==> config.mk <==
export PLATFORM = sky130hd
export DESIGN_NAME = zq_term_ctrl
export DESIGN_NICKNAME = d
export VERILOG_FILES = /design/src/logic/zq_term_pkg.sv /design/src/logic/zq_term_ctrl.sv
export VERILOG_INCLUDE_DIRS = /design/src /design/src/logic
export SDC_FILE = /design/constraint.sdc
export NUM_CORES = 1
export LEC_CHECK = 0
export BUFFER_PORTS_ARGS = -buffer_cell sky130_fd_sc_hd__buf_2
export CORE_UTILIZATION = 53
export CTS_CLUSTER_DIAMETER = 80
export DETAILED_ROUTE_END_ITERATION = 10
export PLACE_DENSITY = 0.81
export SETUP_SLACK_MARGIN = 0.4
export SYNTH_ARGS = -nofsm -noshare
export SYNTH_HDL_FRONTEND = slang
export SYNTH_SLANG_ARGS = --single-unit
==> constraint.sdc <==
create_clock -name aclk -period 4.3 [get_ports aclk]
set_clock_uncertainty 0.1 [all_clocks]
set_input_delay 0.215 -clock aclk [delete_from_list [all_inputs] [get_ports aclk]]
set_output_delay 0.215 -clock aclk [all_outputs]
set_load 0.01 [all_outputs]
==> src/logic/zq_term_defines.svh <==
// Purpose: Offsets, field positions, reset values and timing counts
// Assumes: 32-bit register words at aligned byte addresses
// Notes:   Definitions only
`ifndef ZQ_TERM_DEFINES_SVH
`define ZQ_TERM_DEFINES_SVH
// ----------------------------------------------------------------------
// Register byte offsets
// ----------------------------------------------------------------------
`define OFS_MODE_ONE      8'h00
`define OFS_MODE_TWO      8'h04
`define OFS_MODE_FIVE     8'h08
`define OFS_LATENCY       8'h0C
`define OFS_STATUS        8'h10
// ----------------------------------------------------------------------
// Field positions
// ----------------------------------------------------------------------
`define NOM_LSB           0
`define WRT_LSB           0
`define PARK_LSB          0
`define LAT_WL_LSB        0
`define LAT_RL_LSB        8
`define LAT_PRE2_BIT      16
`define LAT_CRC_BIT       17
`define LAT_BL8_BIT       18
// ----------------------------------------------------------------------
// Reset values
// ----------------------------------------------------------------------
`define RST_NOM           3'h0
`define RST_WRT           2'h0
`define RST_PARK          3'h0
`define RST_WL            6'h09
`define RST_RL            6'h0B
// ----------------------------------------------------------------------
// Timing counts in clock cycles, then AXI response codes
// ----------------------------------------------------------------------
`define INIT_CAL_CYCLES   1024
`define OPER_CAL_CYCLES   512
`define SHORT_CAL_CYCLES  128
`define X_ONE_PRE         7'h02
`define X_TWO_PRE         7'h03
`define HALF_BL8          5'h04
`define HALF_BC4          5'h02
`define AXI_OKAY          2'h0
`define AXI_SLVERR        2'h2
`endif

==> src/logic/zq_term_pkg.sv <==
// Purpose: Types shared by the calibration and termination block
// Assumes: One-hot codes throughout
// Notes:   Constants live in the defines header
package zq_term_pkg;
    // Decoded command from the command decoder, one-hot
    typedef enum logic [6:0] {
        CMD_NOP       = 7'h01,
        CMD_LONG_CAL  = 7'h02,   // long_impedance_cal_cmd
        CMD_SHORT_CAL = 7'h04,   // short_impedance_cal_cmd
        CMD_RD        = 7'h08,
        CMD_WR        = 7'h10,
        CMD_SRE       = 7'h20,
        CMD_SRX       = 7'h40
    } cmd_kind_type;
    // Calibration sequencer
    typedef enum logic [2:0] {
        CAL_IDLE  = 3'h1,
        CAL_LONG  = 3'h2,
        CAL_SHORT = 3'h4
    } cal_state_type;
    // Termination state presented at the data pins
    typedef enum logic [4:0] {
        TERM_HIZ    = 5'h01,
        TERM_RD_OFF = 5'h02,
        TERM_WR     = 5'h04,
        TERM_NOM    = 5'h08,
        TERM_PARK   = 5'h10
    } term_state_type;
    // Termination drive to the I/O
    typedef struct packed {
        term_state_type state;
        logic [2:0]     value;
    } term_out_type;
endpackage

==> src/logic/zq_term_ctrl.sv <==
// Purpose: Impedance calibration sequencing and termination selection
// Assumes: Commands arrive decoded on aclk; the control pin is asynchronous
// Notes:   Registers over AXI4-Lite; windows are module parameters
//
// How it works
// - First long cal gets initial window, later operational
// - Long cal runs engine then updates I/O
// - Short cal finishes in short window
// - No calibration after self-refresh exit unless commanded
// - Pin low during cal, device holds park
// - Calibration current path off when done
// - Self refresh forces high impedance termination
// - Pin ignored if nominal zero or self refresh
// - Termination off when all fields zero
// - Five termination states selected
// - Write termination regardless of pin level
// - Nominal termination on when pin sampled high
// - Park value when pin low and enabled
// - Read disables termination RL-X for BL/2+X+Y
// - Priority read, write, nominal, park
// - Nominal follows pin after WL minus X
//
// The implementer's own choices: the placing of the registers and register access over AXI4-Lite.
`timescale 1ns/100ps
`include "zq_term_defines.svh"
module zq_term_ctrl
    import zq_term_pkg::*;
#(
    parameter int INIT_CAL  = `INIT_CAL_CYCLES,   // initial_cal_window
    parameter int OPER_CAL  = `OPER_CAL_CYCLES,   // operational_cal_window
    parameter int SHORT_CAL = `SHORT_CAL_CYCLES   // short_cal_window
) (
    input  wire logic         aclk,
    input  wire logic         aresetn,
    input  wire logic         awvalid,
    output      logic         awready,
    input  wire logic [7:0]   awaddr,
    input  wire logic         wvalid,
    output      logic         wready,
    input  wire logic [31:0]  wdata,
    input  wire logic [3:0]   wstrb,
    output      logic         bvalid,
    input  wire logic         bready,
    output      logic [1:0]   bresp,
    input  wire logic         arvalid,
    output      logic         arready,
    input  wire logic [7:0]   araddr,
    output      logic         rvalid,
    input  wire logic         rready,
    output      logic [31:0]  rdata,
    output      logic [1:0]   rresp,
    input  wire cmd_kind_type command,
    input  wire logic         termination_control_pin,
    output      term_out_type term_out,
    output      logic         cal_busy,
    output      logic         cal_engine_on,
    output      logic         cal_io_update
);
    // ------------------------------------------------------------------
    // State
    // ------------------------------------------------------------------
    typedef struct packed {
        logic          aw_got;     // Write address held
        logic [7:0]    aw_addr;
        logic          w_got;      // Write data held
        logic [31:0]   w_data;
        logic [3:0]    w_strb;
        logic          bvalid;
        logic [1:0]    bresp;
        logic          rvalid;
        logic [31:0]   rdata;
        logic [1:0]    rresp;
        logic [2:0]    nom;        // mode_register_one nominal field
        logic [1:0]    wrt;        // mode_register_two write field
        logic [2:0]    park;       // mode_register_five park field
        logic [5:0]    wl;         // Write latency
        logic [5:0]    rl;         // Read latency
        logic          pre2;       // Two-cycle preamble
        logic          crc;        // Write CRC enabled
        logic          bl8;        // Burst of eight
        logic          pin_s1;     // Synchroniser first stage
        logic          pin_s2;     // Synchroniser second stage
        logic [63:0]   hist;       // Sampled pin history
        cal_state_type cal;
        logic [15:0]   cal_cnt;
        logic          first_done; // First long cal has completed
        logic          engine_on;
        logic          io_update;
        logic          self_ref;
        logic [6:0]    rd_wait;
        logic [4:0]    rd_left;
        logic [6:0]    wr_wait;
        logic [4:0]    wr_left;
        term_out_type  term;
    } state_type;

    state_type s;        // Registered state
    state_type next_s;   // Next state
    logic [6:0] x_val;   // Preamble-dependent offset
    logic [4:0] burst;   // BL/2 + X + Y
    logic [6:0] nom_lat; // WL - X
    logic       nom_req; // Delayed pin after latency
    logic       wr_hit;  // Write address and data both held

    // Byte-lane merge for register writes
    function automatic logic [31:0] merge(input logic [31:0] old_v, input logic [31:0] new_v,
                                          input logic [3:0] strb);
        logic [31:0] r;
        r = old_v;
        for (int i = 0; i < 4; i++) begin
            if (strb[i]) begin
                r[8*i +: 8] = new_v[8*i +: 8];
            end
        end
        return r;
    endfunction

    // ------------------------------------------------------------------
    // Timing terms
    // ------------------------------------------------------------------
    always_comb begin
        x_val   = s.pre2 ? `X_TWO_PRE : `X_ONE_PRE;
        burst   = (s.bl8 ? `HALF_BL8 : `HALF_BC4) + 5'(x_val) + {4'h0, s.crc};
        // Saturate so a tiny latency does not wrap
        nom_lat = ({1'b0, s.wl} > x_val) ? {1'b0, s.wl} - x_val : 7'h00;
        nom_req = (nom_lat == 7'h00) ? s.pin_s2 : s.hist[6'(nom_lat - 7'h01)];
        wr_hit  = s.aw_got && s.w_got;
    end

    // ------------------------------------------------------------------
    // Next state
    // ------------------------------------------------------------------
    always_comb begin
        logic [31:0] lat_word;
        lat_word = {13'h0, s.bl8, s.crc, s.pre2, 2'h0, s.rl, 2'h0, s.wl};
        next_s = s;
        next_s.io_update = 1'b0;
        // Pin synchroniser and history; first stage feeds only the second
        next_s.pin_s1 = termination_control_pin;
        next_s.pin_s2 = s.pin_s1;
        next_s.hist   = {s.hist[62:0], s.pin_s2};
        // AXI write channel: address and data in either order
        if (awvalid && !s.aw_got && !s.bvalid) begin
            next_s.aw_got  = 1'b1;
            next_s.aw_addr = awaddr;
        end
        if (wvalid && !s.w_got && !s.bvalid) begin
            next_s.w_got  = 1'b1;
            next_s.w_data = wdata;
            next_s.w_strb = wstrb;
        end
        if (wr_hit) begin
            next_s.aw_got = 1'b0;
            next_s.w_got  = 1'b0;
            next_s.bvalid = 1'b1;
            next_s.bresp  = `AXI_OKAY;
            unique case (s.aw_addr)
                `OFS_MODE_ONE:  next_s.nom  = 3'(merge(32'(s.nom), s.w_data, s.w_strb));
                `OFS_MODE_TWO:  next_s.wrt  = 2'(merge(32'(s.wrt), s.w_data, s.w_strb));
                `OFS_MODE_FIVE: next_s.park = 3'(merge(32'(s.park), s.w_data, s.w_strb));
                `OFS_LATENCY: begin
                    lat_word    = merge(lat_word, s.w_data, s.w_strb);
                    next_s.wl   = lat_word[`LAT_WL_LSB +: 6];
                    next_s.rl   = lat_word[`LAT_RL_LSB +: 6];
                    next_s.pre2 = lat_word[`LAT_PRE2_BIT];
                    next_s.crc  = lat_word[`LAT_CRC_BIT];
                    next_s.bl8  = lat_word[`LAT_BL8_BIT];
                end
                `OFS_STATUS:    ;                      // Read-only, write ignored
                default:        next_s.bresp = `AXI_SLVERR;
            endcase
        end
        if (s.bvalid && bready) begin
            next_s.bvalid = 1'b0;
        end
        // AXI read channel
        if (arvalid && !s.rvalid) begin
            next_s.rvalid = 1'b1;
            next_s.rresp  = `AXI_OKAY;
            unique case (araddr)
                `OFS_MODE_ONE:  next_s.rdata = 32'(s.nom);
                `OFS_MODE_TWO:  next_s.rdata = 32'(s.wrt);
                `OFS_MODE_FIVE: next_s.rdata = 32'(s.park);
                `OFS_LATENCY:   next_s.rdata = lat_word;
                `OFS_STATUS:    next_s.rdata = {21'h0, s.term.state, s.self_ref,
                                                s.engine_on, s.first_done, s.cal != CAL_IDLE,
                                                1'b0, 1'b0};
                default: begin
                    next_s.rdata = 32'h0;
                    next_s.rresp = `AXI_SLVERR;
                end
            endcase
        end else if (s.rvalid && rready) begin
            next_s.rvalid = 1'b0;
        end
        // Calibration sequencer; only an explicit command starts it
        unique case (s.cal)
            CAL_IDLE: begin
                if (command == CMD_LONG_CAL && !s.self_ref) begin
                    next_s.cal       = CAL_LONG;
                    next_s.engine_on = 1'b1;
                    next_s.cal_cnt   = s.first_done ? 16'(OPER_CAL - 1)
                                                    : 16'(INIT_CAL - 1);
                end else if (command == CMD_SHORT_CAL && !s.self_ref) begin
                    next_s.cal       = CAL_SHORT;
                    next_s.engine_on = 1'b1;
                    next_s.cal_cnt   = 16'(SHORT_CAL - 1);
                end
            end
            CAL_LONG, CAL_SHORT: begin
                if (s.cal_cnt == 16'h0) begin
                    // Results move to the I/O in the same cycle the current path shuts off
                    next_s.cal        = CAL_IDLE;
                    next_s.io_update  = 1'b1;
                    next_s.engine_on  = 1'b0;
                    next_s.first_done = s.first_done || (s.cal == CAL_LONG);
                end else begin
                    next_s.cal_cnt = s.cal_cnt - 16'h1;
                end
            end
            default: next_s.cal = CAL_IDLE;
        endcase
        // Self refresh entry and exit
        if (command == CMD_SRE) begin
            next_s.self_ref = 1'b1;
        end else if (command == CMD_SRX) begin
            next_s.self_ref = 1'b0;
        end
        // Read-time disable window: wait RL-X, then hold BL/2+X+Y
        if (s.rd_left != 5'h0) begin
            next_s.rd_left = s.rd_left - 5'h1;
        end
        if (s.rd_wait != 7'h0) begin
            next_s.rd_wait = s.rd_wait - 7'h1;
            if (s.rd_wait == 7'h1) begin
                next_s.rd_left = burst;
            end
        end
        if (command == CMD_RD) begin
            if ({1'b0, s.rl} > x_val) begin
                next_s.rd_wait = {1'b0, s.rl} - x_val;
            end else begin
                next_s.rd_left = burst;
            end
        end
        // Write termination window, same shape on the write latency
        if (s.wr_left != 5'h0) begin
            next_s.wr_left = s.wr_left - 5'h1;
        end
        if (s.wr_wait != 7'h0) begin
            next_s.wr_wait = s.wr_wait - 7'h1;
            if (s.wr_wait == 7'h1) begin
                next_s.wr_left = burst;
            end
        end
        if (command == CMD_WR) begin
            if (nom_lat != 7'h0) begin
                next_s.wr_wait = nom_lat;
            end else begin
                next_s.wr_left = burst;
            end
        end
        // Termination selection, highest priority first
        if (s.self_ref) begin
            next_s.term = '{TERM_HIZ, 3'h0};
        end else if (s.cal != CAL_IDLE) begin
            // Pin is held low by the far side; park stays on
            next_s.term = (s.park != 3'h0) ? term_out_type'{TERM_PARK, s.park}
                                           : term_out_type'{TERM_HIZ, 3'h0};
        end else if (s.rd_left != 5'h0) begin
            next_s.term = '{TERM_RD_OFF, 3'h0};
        end else if (s.wr_left != 5'h0 && s.wrt != 2'h0) begin
            next_s.term = '{TERM_WR, {1'b0, s.wrt}};
        end else if (s.nom != 3'h0 && nom_req) begin
            next_s.term = '{TERM_NOM, s.nom};
        end else if (s.park != 3'h0) begin
            next_s.term = '{TERM_PARK, s.park};
        end else begin
            next_s.term = '{TERM_HIZ, 3'h0};
        end
    end

    // ------------------------------------------------------------------
    // State register, synchronous reset
    // ------------------------------------------------------------------
    always_ff @(posedge aclk) begin
        if (!aresetn) begin
            s      <= '0;
            s.nom  <= `RST_NOM;
            s.wrt  <= `RST_WRT;
            s.park <= `RST_PARK;
            s.wl   <= `RST_WL;
            s.rl   <= `RST_RL;
            s.cal  <= CAL_IDLE;
            s.term <= '{TERM_HIZ, 3'h0};
        end else begin
            s <= next_s;
        end
    end

    // ------------------------------------------------------------------
    // Outputs
    // ------------------------------------------------------------------
    assign awready       = !s.aw_got && !s.bvalid;
    assign wready        = !s.w_got && !s.bvalid;
    assign bvalid        = s.bvalid;
    assign bresp         = s.bresp;
    assign arready       = !s.rvalid;
    assign rvalid        = s.rvalid;
    assign rdata         = s.rdata;
    assign rresp         = s.rresp;
    assign term_out      = s.term;
    assign cal_busy      = (s.cal != CAL_IDLE);
    assign cal_engine_on = s.engine_on;
    assign cal_io_update = s.io_update;

    // ------------------------------------------------------------------
    // Checks
    // ------------------------------------------------------------------
    logic [15:0] busy_len;   // Cycles spent in the current window
    logic [15:0] want_len;   // Window length expected for it
    always_ff @(posedge aclk) begin
        if (!aresetn) begin
            busy_len <= 16'h0;
            want_len <= 16'h0;
        end else if (s.cal == CAL_IDLE) begin
            busy_len <= 16'h0;
            // Expected long window from the parameters, not from the counter
            want_len <= s.first_done ? 16'(OPER_CAL) : 16'(INIT_CAL);
        end else begin
            busy_len <= busy_len + 16'h1;
        end
    end
endmodule

# After elaboration in Yosys (flattened, before gate mapping)
# Cells that the tools add are included.
# classes
n_addsub	10
magnitude_cmp	3
eq_ne	23
n_mux	47
n_bitwise	1
reduce_logical	50
# ops
operator	count
$pmux W32 S5	1
$mux W8	9
$mux W32	2
$mux W12	4
$mux W19	2
$eq A8 B4 Y1 const B	4
$pmux W16 S2	1
$mux W5	6
$mux W7	3
$reduce_bool A7 Y1	3
$eq A8 B3 Y1 const B	2
$eq A8 B5 Y1 const B	2
$logic_not A16 Y1	1
$logic_not A8 Y1	2
$mux W16	1
$sub A16 B1 Y16 const B	1
$reduce_and A3 Y1	5
$eq A7 B1 Y1 const B	2
$logic_and A1 B1 Y1	14
$sub A6 B2 Y7	2
$sub A7 B1 Y7 const B	2
$gt A6 B2 Y1	2
$mux W10	1
$reduce_bool A5 Y1	2
32 further kinds	60
# totals
reg_bits	228
in_bits	67
output_inout_bits	52
wordCells	167

# Depth between registers and ports, before layout
# Gate-level depths: netlist of run 1.
# depth
ltp_word	12
depth_mapped	16
depth_no_buf	13

# Worst setup path after synthesis of run 1
# OpenSTA, ideal clock, no wires.
# synth_timing
kind	register to register
startpoint	register s[123] in the netlist's numbering
endpoint	register s, in the netlist term_out[1]
setup_time_ns	0.128
arrival_ns	3.627
required_ns	4.072
path_slack_ns	0.445
stages_incl_launch_ff	16
n_path_buf	3
synth_period_minus_slack_ns	3.855
path_cell_list	dfxtp_1 > ha_1 > nand2b_1 > a21oi_4 > buf_6 > inv_1 > ha_1 > buf_1 > clkbuf_1 > mux4_1 > mux2i_1 > mux2i_1 > mux4_2 > a21o_1 > a211oi_1 > o22ai_1
# synth_via
elab_chain_len	12
word_cells_on_any_way	14
cone_classes	add/sub (2); order compare (1); mux (9); reduce/logical (2)
# synth_rtl
element	line_no	text
start: declaration	zq_term_ctrl.sv:97	state_type s;
start signal: assignment	zq_term_ctrl.sv:297	s <= next_s;
$mux W1 (no line) (*)	--	
$sub A6 B2 Y7 / $gt A6 B2 Y1 (equally long branches)	zq_term_ctrl.sv:125	nom_lat = ({1'b0, s.wl} > x_val) ? {1'b0, s.wl} - x_val : 7'h00;
$mux W7 (*)	zq_term_ctrl.sv:125	
$sub A6 B1 Y6	zq_term_ctrl.sv:126	nom_req = (nom_lat == 7'h00) ? s.pin_s2 : s.hist[6'(nom_lat - 7'h01)];
$bmux W1 S6	zq_term_ctrl.sv:126	
$mux W1 (not written as such)	zq_term_ctrl.sv:126	
$mux W1 (*)	zq_term_ctrl.sv:126	
$logic_and A1 B1 Y1 (*)	zq_term_ctrl.sv:274	end else if (s.nom != 3'h0 && nom_req) begin
$mux W8 (*)	zq_term_ctrl.sv:274	
$mux W8 (*)	zq_term_ctrl.sv:272	end else if (s.wr_left != 5'h0 && s.wrt != 2'h0) begin
$mux W8 (*)	zq_term_ctrl.sv:270	end else if (s.rd_left != 5'h0) begin
$mux W8 (*)	zq_term_ctrl.sv:266	end else if (s.cal != CAL_IDLE) begin
# Every way passes the cells marked *; elsewhere a longest branch is shown, timed or not. The select of a mux whose other input is x is not followed.
# A chain may end at the register's enable or synchronous reset.

# Worst setup path after layout of run 1
# Same ends and word-level chain as after synthesis.

==> results of run 1 <==
-- critical path, cell delays in order, from the launching register on --
cell and delay (ns):
dfxtp_1 0.35, ha_1 0.38, nor3b_2 0.33, o21ai_0 0.25, ha_4 0.45, mux4_1 0.32, mux2i_1 0.16, mux2i_1 0.10
mux4_2 0.56, a21o_1 0.20, a211oi_1 0.21, o22ai_1 0.10
-- metal layers --
layer	wire length, um	part of all wire	GRT usage	vias to the layer above
met1	10000	0.43	0.2959	3797
met5	0	0	0	-
met4	705	0.030	0.08791	0
li1	-	-	-	3871
met3	1184	0.051	0.03642	49
met2	11240	0.49	0.4200	235
-- final timing paths --
kind / endpoint / slack [ns] / cells past startpoint
setup / recovery: term_out[1]$_SDFF_PP0_ / 0.65 / 11
hold reg to reg: rdata[7]$_SDFFE_PN0P_ / 0.35 / 2
setup reg to reg: term_out[1]$_SDFF_PP0_ / 0.65 / 11
hold / removal: rresp[1]$_SDFFE_PN0P_ / 0.07 / 4
-- Yosys cell counts (5+ instances only) --
| cell | count | area (um^2) |
|---|---|---|
| a211oi_1 | 9 | 67.56 |
| a21oi_1 | 89 | 445.4 |
| a22o_1 | 7 | 61.31 |
| a22oi_1 | 18 | 135.1 |
| a31oi_1 | 6 | 37.54 |
| and2_1 | 74 | 462.9 |
| and3_1 | 8 | 50.05 |
| buf_4 | 44 | 330.3 |
| clkbuf_1 | 40 | 150.1 |
| dfxtp_1 | 226 | 4524 |
| ha_1 | 16 | 200.2 |
| inv_1 | 24 | 90.09 |
| mux2i_1 | 34 | 340.3 |
| mux4_1 | 15 | 394.1 |
| nand2_1 | 146 | 548.0 |
| nand2b_1 | 10 | 62.56 |
| nand3_1 | 16 | 80.08 |
| nor2_1 | 109 | 409.1 |
| nor3_1 | 26 | 130.1 |
| nor3b_1 | 5 | 37.54 |
| nor4_1 | 10 | 62.56 |
| o21ai_0 | 27 | 135.1 |
| o22ai_1 | 6 | 37.54 |
| or3_1 | 7 | 43.79 |
| or4_1 | 5 | 37.54 |
| xnor2_1 | 20 | 175.2 |
| xor2_1 | 11 | 96.34 |
-- what timing repair did --
action,4_1_cts,5_1_grt
gates resized for setup,2,3
endpoints found under the hold margin,49,0
hold buffers,51,0
endpoints found under the setup margin,5,2
-- report_power, final --
group	switching, W	internal (W)
Combinational	0.000784	0.000577
Sequential	0.000167	0.00229
Clock	0.000784	0.00123
Total	0.00173	0.00410
-- flip-flops by register name, indices dropped and copies added (netlist names) --
| signal | cells |
|---|---|
| bvalid | 1 |
| rvalid | 1 |
| bresp | 1 |
| cal_io_update | 1 |
| cal_engine_on | 1 |
| s | 115 |
| rresp | 1 |
| rdata | 32 |
| next_s | 65 |
| term_out | 8 |
-- cell families (layout without fill, tap and decap cells) --
logic type	count (synthesis)	count (layout)	synth area share
DFF	226	226	0.4662
adders and majority gates	16	16	0.02063
and+or+nand+nor	436	436	0.2149
other	1	2	0.0003864
AOI/OAI and AO/OA	193	193	0.1236
muxes	52	52	0.08149
buffers and inverters	115	239	0.06305
xor gates and xnor gates	32	32	0.02965
-- layout make-up --
class | instances | share of cell area
inverter | 25 | 0.008315
timing repair buffer | 175 | 0.1007
tap | 229 | 0.02505
multi-input combinational | 731 | 0.4030
clock inverter | 4 | 0.006127
sequential | 226 | 0.3956
clock buffer | 35 | 0.06127
-- placed cells by master (no fill, tap or decap), types with 15 or more instances in the layout --
master	n
o21ai_0	27
dfxtp_1	226
clkbuf_16	23
nor2_1	109
buf_2	116
nand3_1	16
dlygate4sd3_1	51
a22oi_1	18
a21oi_1	89
nand2_1	146
xnor2_1	20
mux2i_1	34
nor3_1	26
ha_1	15
mux4_1	15
inv_1	24
and2_1	74
-- per-stage QoR --
stage / instances / hold slack (ns)
after CTS: 1425 / 0.06013
after floorplan: 1072 / 0.2151
after detailed placement: 1335 / 0.3198
after global placement: 1335 / 0.3092
final: 1425 / 0.07491
after global routing: 1425 / 0.08653
==> flow_metrics.py, run 1 <==
metrics = {
    "cells_and_area": {
        "area_growth_syn_to_layout_pct": 17.84,
        "n_antenna_cell": 0,
        "final_util": 0.6366,
        "fillers": 1394,
        "ff_latch_area_um2": 4524,
        "drive_gt1_frac": 0.1463,
        "multi_input_area_um2": 4608,
        "design_area_um2": 11440,
        "nets": 1265,
    },
    "place": {
        "dpl.hpwl_mm": 15.10,
        "portBuffers": 116,
        "gp_routability_congestion": 0.8631,
        "place_ws_ns": 0.1901,
        "dpl_cell_area_um2": 10120,
    },
    "clocking": {
        "clk_latency_ns": 0.50,
        "numClockSinks": 226,
        "clk_pin_slew_ns": 0.06,
        "post_cts_buffers": 0,
        "tritoncts": "yes",
        "cts.htree.levels": 1,
        "ctsRootBufferMaster": "clkbuf_16",
        "clk_path_buf_depth": 3,
        "cts_buffers": 23,
    },
    "power": {
        "p_per_area_nw_per_um2": 510.2,
        "p_leak_nw": 4.940,
        "irDropWorstVdd_mv": 0.5378,
        "total_power_w": 0.005835,
    },
    "drt": {
        "ant_nets": 0,
        "drc": 0,
        "vias": 7952,
        "wire_per_inst_um": 16.24,
        "via_per_inst": 5.580,
        "wl_mm": 23.14,
        "first_pass_iters": 5,
        "drt_iter0_drc": 590,
    },
    "timing": {
        "maxSlewHeadroom": 0.3682,
        "post-route-period-util": 0.8481,
        "setup_tns_ns": 0,
        "rsz0062_at_grt": "no",
        "hold_viol": 0,
        "setup_violations": 0,
        "fmax_mhz": 274.2,
        "drv_slew": 0,
        "tightestPinTransition_ns": 0.9442,
        "period_needed_ns": 3.647,
        "setup_ws_ns": 0.6531,
    },
    "die": {
        "die_h_um": 137.3,
        "die-area_um2": 18860,
        "start_util": 0.5402,
        "core_area_um2": 17960,
        "die_w_um": 137.3,
        "ios": 119,
        "num_rows": 49,
    },
    "worst_setup_path": {
        "r2r-start": "s[123]$_SDFFE_PN0P_",
        "start_kind": "flip-flop",
        "timing_worst_setup_path_type": "flip-flop to flip-flop",
        "cp_max_fo": 16,
        "startpoint": "s[123]$_SDFFE_PN0P_",
        "worstPathRequired_ns": 4.58,
        "cp.arrival_ns": 3.92,
        "end_kind": "flip-flop",
    },
    "yosys": {
        "syn_inst": 1071,
        "synth_flop_cell": "dfxtp_1",
        "synth_edf_count": 0,
        "synth-seq-cells": 226,
        "syn_area_per_cell_um2": 9.061,
        "synth_cell_types": 65,
        "async_flop_share": 0,
        "yosysWarnings": 0,
        "seq_area_frac_synth": 0.4662,
        "syn_area_um2": 9704,
    },
    "global_routing": {
        "grt_pass1_vias": 7405,
        "grt_max_degree": 84,
        "grt_usage": 0.2394,
        "grt.overflow.total": 0,
        "antenna_found_initial": 0,
        "grt_pass1_wl_mm": 35.98,
    },
    "outcome": {
        "status": "finished, final reports clean",
    },
    "hold_path": {
        "hold_path.class": "primary input to flip-flop",
        "worstHoldStart": "araddr[1]",
    },
    "flow_run": {
        "drv_cap": 0,
    },
}
Power figures use the tool's default switching activity.
==> run 2, diff against run 1 <==
ABC_AREA = 1   (was unset)
PLACE_DENSITY = 0.8   (was 0.81)
clock period = 3.7 ns   (was 4.3 ns; I/O delays follow)
==> flow_metrics.py, run 2 <==
metrics = {
    "place": {
        "dpl.hpwl_mm": 16.75,
        "portBuffers": 116,
        "gp_routability_congestion": 0.8927,
        "place_ws_ns": 0.5140,
    },
    "timing": {
        "tightestPinTransition_ns": 1.047,
        "setup_tns_ns": 0,
        "rsz0062_at_grt": "no",
        "period_needed_ns": 3.008,
        "maxSlewHeadroom": 0.3013,
        "drv_slew": 0,
        "fmax_mhz": 332.5,
        "setup_ws_ns": 0.6921,
        "hold_viol": 0,
        "setup_violations": 0,
        "post-route-period-util": 0.8129,
    },
    "yosys": {
        "synth-seq-cells": 226,
        "synth_edf_count": 0,
        "synth_common_cells": "nand2_1 (259), dfxtp_1 (226), inv_1 (200), nor2_1 (176), nand3_1 (126)",
        "syn_inst": 1411,
        "async_flop_share": 0,
        "synth_cell_types": 55,
        "synth_top_area_frac": 0.4416,
        "seq_area_frac_synth": 0.4416,
        "yosysTopAreaCell": "dfxtp_1",
        "syn_area_um2": 10240,
        "yosysWarnings": 0,
        "synth_top_cells_by_area": "dfxtp_1 (44%), nand2_1 (9.5%), inv_1 (7.3%)",
        "synth.most_common_cell": "nand2_1",
        "synth_flop_cell": "dfxtp_1",
        "syn_area_per_cell_um2": 7.261,
    },
    "power": {
        "p_per_area_nw_per_um2": 557.9,
        "p_leak_nw": 5.743,
        "irDropWorstVdd_mv": 0.3627,
    },
    "hold_path": {
        "hold_path_end": "s[53]$_SDFFE_PN0P_",
        "hold_path.class": "primary input to flip-flop",
        "whs_path_depth": 6,
        "worstHoldStart": "command[4]",
    },
    "die": {
        "die-area_um2": 19890,
        "die_w_um": 141.0,
        "start_util": 0.5441,
        "die_h_um": 141.0,
        "core_area_um2": 18830,
        "ios": 119,
        "num_rows": 50,
    },
    "clocking": {
        "clk_path_buf_depth": 3,
        "clk_pin_slew_ns": 0.06,
        "post_cts_buffers": 0,
        "numClockSinks": 226,
        "ctsRootBufferMaster": "clkbuf_16",
        "cts_buffers": 24,
        "cts.htree.levels": 1,
        "clk_latency_ns": 0.53,
        "tritoncts": "yes",
    },
    "worst_setup_path": {
        "r2r-start": "s[130]$_SDFFE_PN1P_",
        "timing_worst_setup_path_type": "flip-flop to flip-flop",
        "end_kind": "flip-flop",
        "cp.arrival_ns": 3.38,
        "reg2reg_depth": 22,
        "cp_max_fo": 28,
        "worstPathRequired_ns": 4.07,
        "start_kind": "flip-flop",
        "timing.reg2reg.setup_slack_ns": 0.69,
        "r2r-end": "term_out[0]$_SDFF_PP0_",
    },
    "cells_and_area": {
        "final_common_cell": "nand2_1",
        "layout_common_cells": "nand2_1 (259), dfxtp_1 (226), inv_1 (198)",
        "largest_reg_flops": 115,
        "area_growth_syn_to_layout_pct": 18.28,
        "drive_gt1_frac": 0.1362,
        "nets": 1615,
        "n_antenna_cell": 0,
        "regMostFlops": "s",
    },
    "drt": {
        "wl_mm": 25.75,
        "drt_iter0_drc": 739,
        "drc": 0,
        "ant_nets": 0,
        "wire_per_inst_um": 14.23,
        "vias": 9399,
        "first_pass_iters": 7,
        "via_per_inst": 5.196,
    },
    "global_routing": {
        "grt_max_degree": 59,
        "grt_pass1_vias": 8955,
        "grt_usage": 0.2587,
        "antenna_found_initial": 0,
        "grt.overflow.total": 0,
        "grt_pass1_wl_mm": 42.23,
    },
    "outcome": {
        "status": "finished, final reports clean",
    },
    "flow_run": {
        "drv_cap": 0,
    },
}
==> run 2: changes by cell type in the layout (fill, tap and decap cells not counted), sizes merged, moves of 34 or more <==
cell   before  now
o21ai      29  102
and2       74    0
mux2i      34    0
nor2      109  183
nand3      16  130
nand2     146  270
inv        24  204
==> run 2: layer usage <==
metal,track usage,part of all wire
met3,0.03838,0.066
met5,0,0
met1,0.3329,0.44
met2,0.4457,0.47
met4,0.08238,0.024
==> run 2: critical path, stage by stage, from the launching register on <==
cell and delay (ns):
dfxtp_1 0.33, inv_1 0.05, ha_2 0.38, clkinv_4 0.14
nand3_1 0.13, nand3_2 0.11, buf_6 0.21, nand3_2 0.13
inv_1 0.10, nor2_4 0.13, xor2_2 0.22, inv_1 0.09
nand3_1 0.07, nand3_1 0.08, nand2_1 0.09, nand2_2 0.09
nand3_4 0.11, nand2_2 0.05, nand2_1 0.06, nand2_1 0.05
nand2_1 0.07, nand2_1 0.06, a21oi_2 0.10
==> run 2: area by class of cell <==
type / instances / area [um^2]
clock buffers: 35 / 701.9
flip-flops and latches: 226 / 4524
well taps: 260 / 325.3
repair buffers: 184 / 1241
clock inverters: 8 / 108.9
fillers: 1563 / 6713
multi-input cells: 888 / 4414
repair inverters: 2 / 12.51
inverters: 206 / 789.5
==> run 2: cell families (layout without fill, tap and decap cells) <==
family	Yosys count	after routing	synth area share
other	1	2	0.0003660
adders and majority gates	16	16	0.01954
buffers and inverters	298	435	0.1298
AOI/OAI and AO/OA	226	226	0.1243
DFF	226	226	0.4416
and+or+nand+nor	629	629	0.2700
xor gates and xnor gates	15	15	0.01429
==> run 2: where the power goes <==
part | total, W | internal [W] | switching, W
clock | 0.00243 | 0.00146 | 0.000971
combinational | 0.00150 | 0.000563 | 0.000939
sequential | 0.00283 | 0.00266 | 0.000168
==> run 2: per-stage QoR <==
step             util  std cells  hold WS, ns  total power, W  cell area (um^2)
3_5_place_dp   0.5682       1708       0.2718        0.004298             10700
3_3_place_gp   0.5682       1708       0.2691        0.004250             10700
5_1_grt        0.6435       1809      0.04448        0.007133             12120
4_1_cts        0.6411       1807    0.0006353        0.006757             12070
6_report       0.6435       1809      0.02070        0.006761             12120
2_1_floorplan       -       1412       0.1826        0.003970             10250
==> run 2: worst max path at each step <==
| stage | start | endpoint | slack, ns | cells past startpoint |
|---|---|---|---|---|
| 2_1_floorplan | s[123]$_SDFFE_PN0P_ | term_out[0]$_SDFF_PP0_ | 0.60 | 24 |
| 3_3_place_gp | s[123]$_SDFFE_PN0P_ | term_out[0]$_SDFF_PP0_ | 0.58 | 21 |
| 3_5_place_dp | s[123]$_SDFFE_PN0P_ | term_out[0]$_SDFF_PP0_ | 0.51 | 21 |
| 4_1_cts | s[130]$_SDFFE_PN1P_ | term_out[0]$_SDFF_PP0_ | 0.50 | 22 |
| 5_1_grt | s[130]$_SDFFE_PN1P_ | term_out[1]$_SDFF_PP0_ | 0.42 | 20 |
| 6_report | s[130]$_SDFFE_PN1P_ | term_out[0]$_SDFF_PP0_ | 0.69 | 22 |
==> run 2: what timing repair did <==
item                       CTS  global route
gates resized for setup      0            10
hold endpoints to repair    50             0
setup endpoints to repair    0             5
hold buffers                56             0
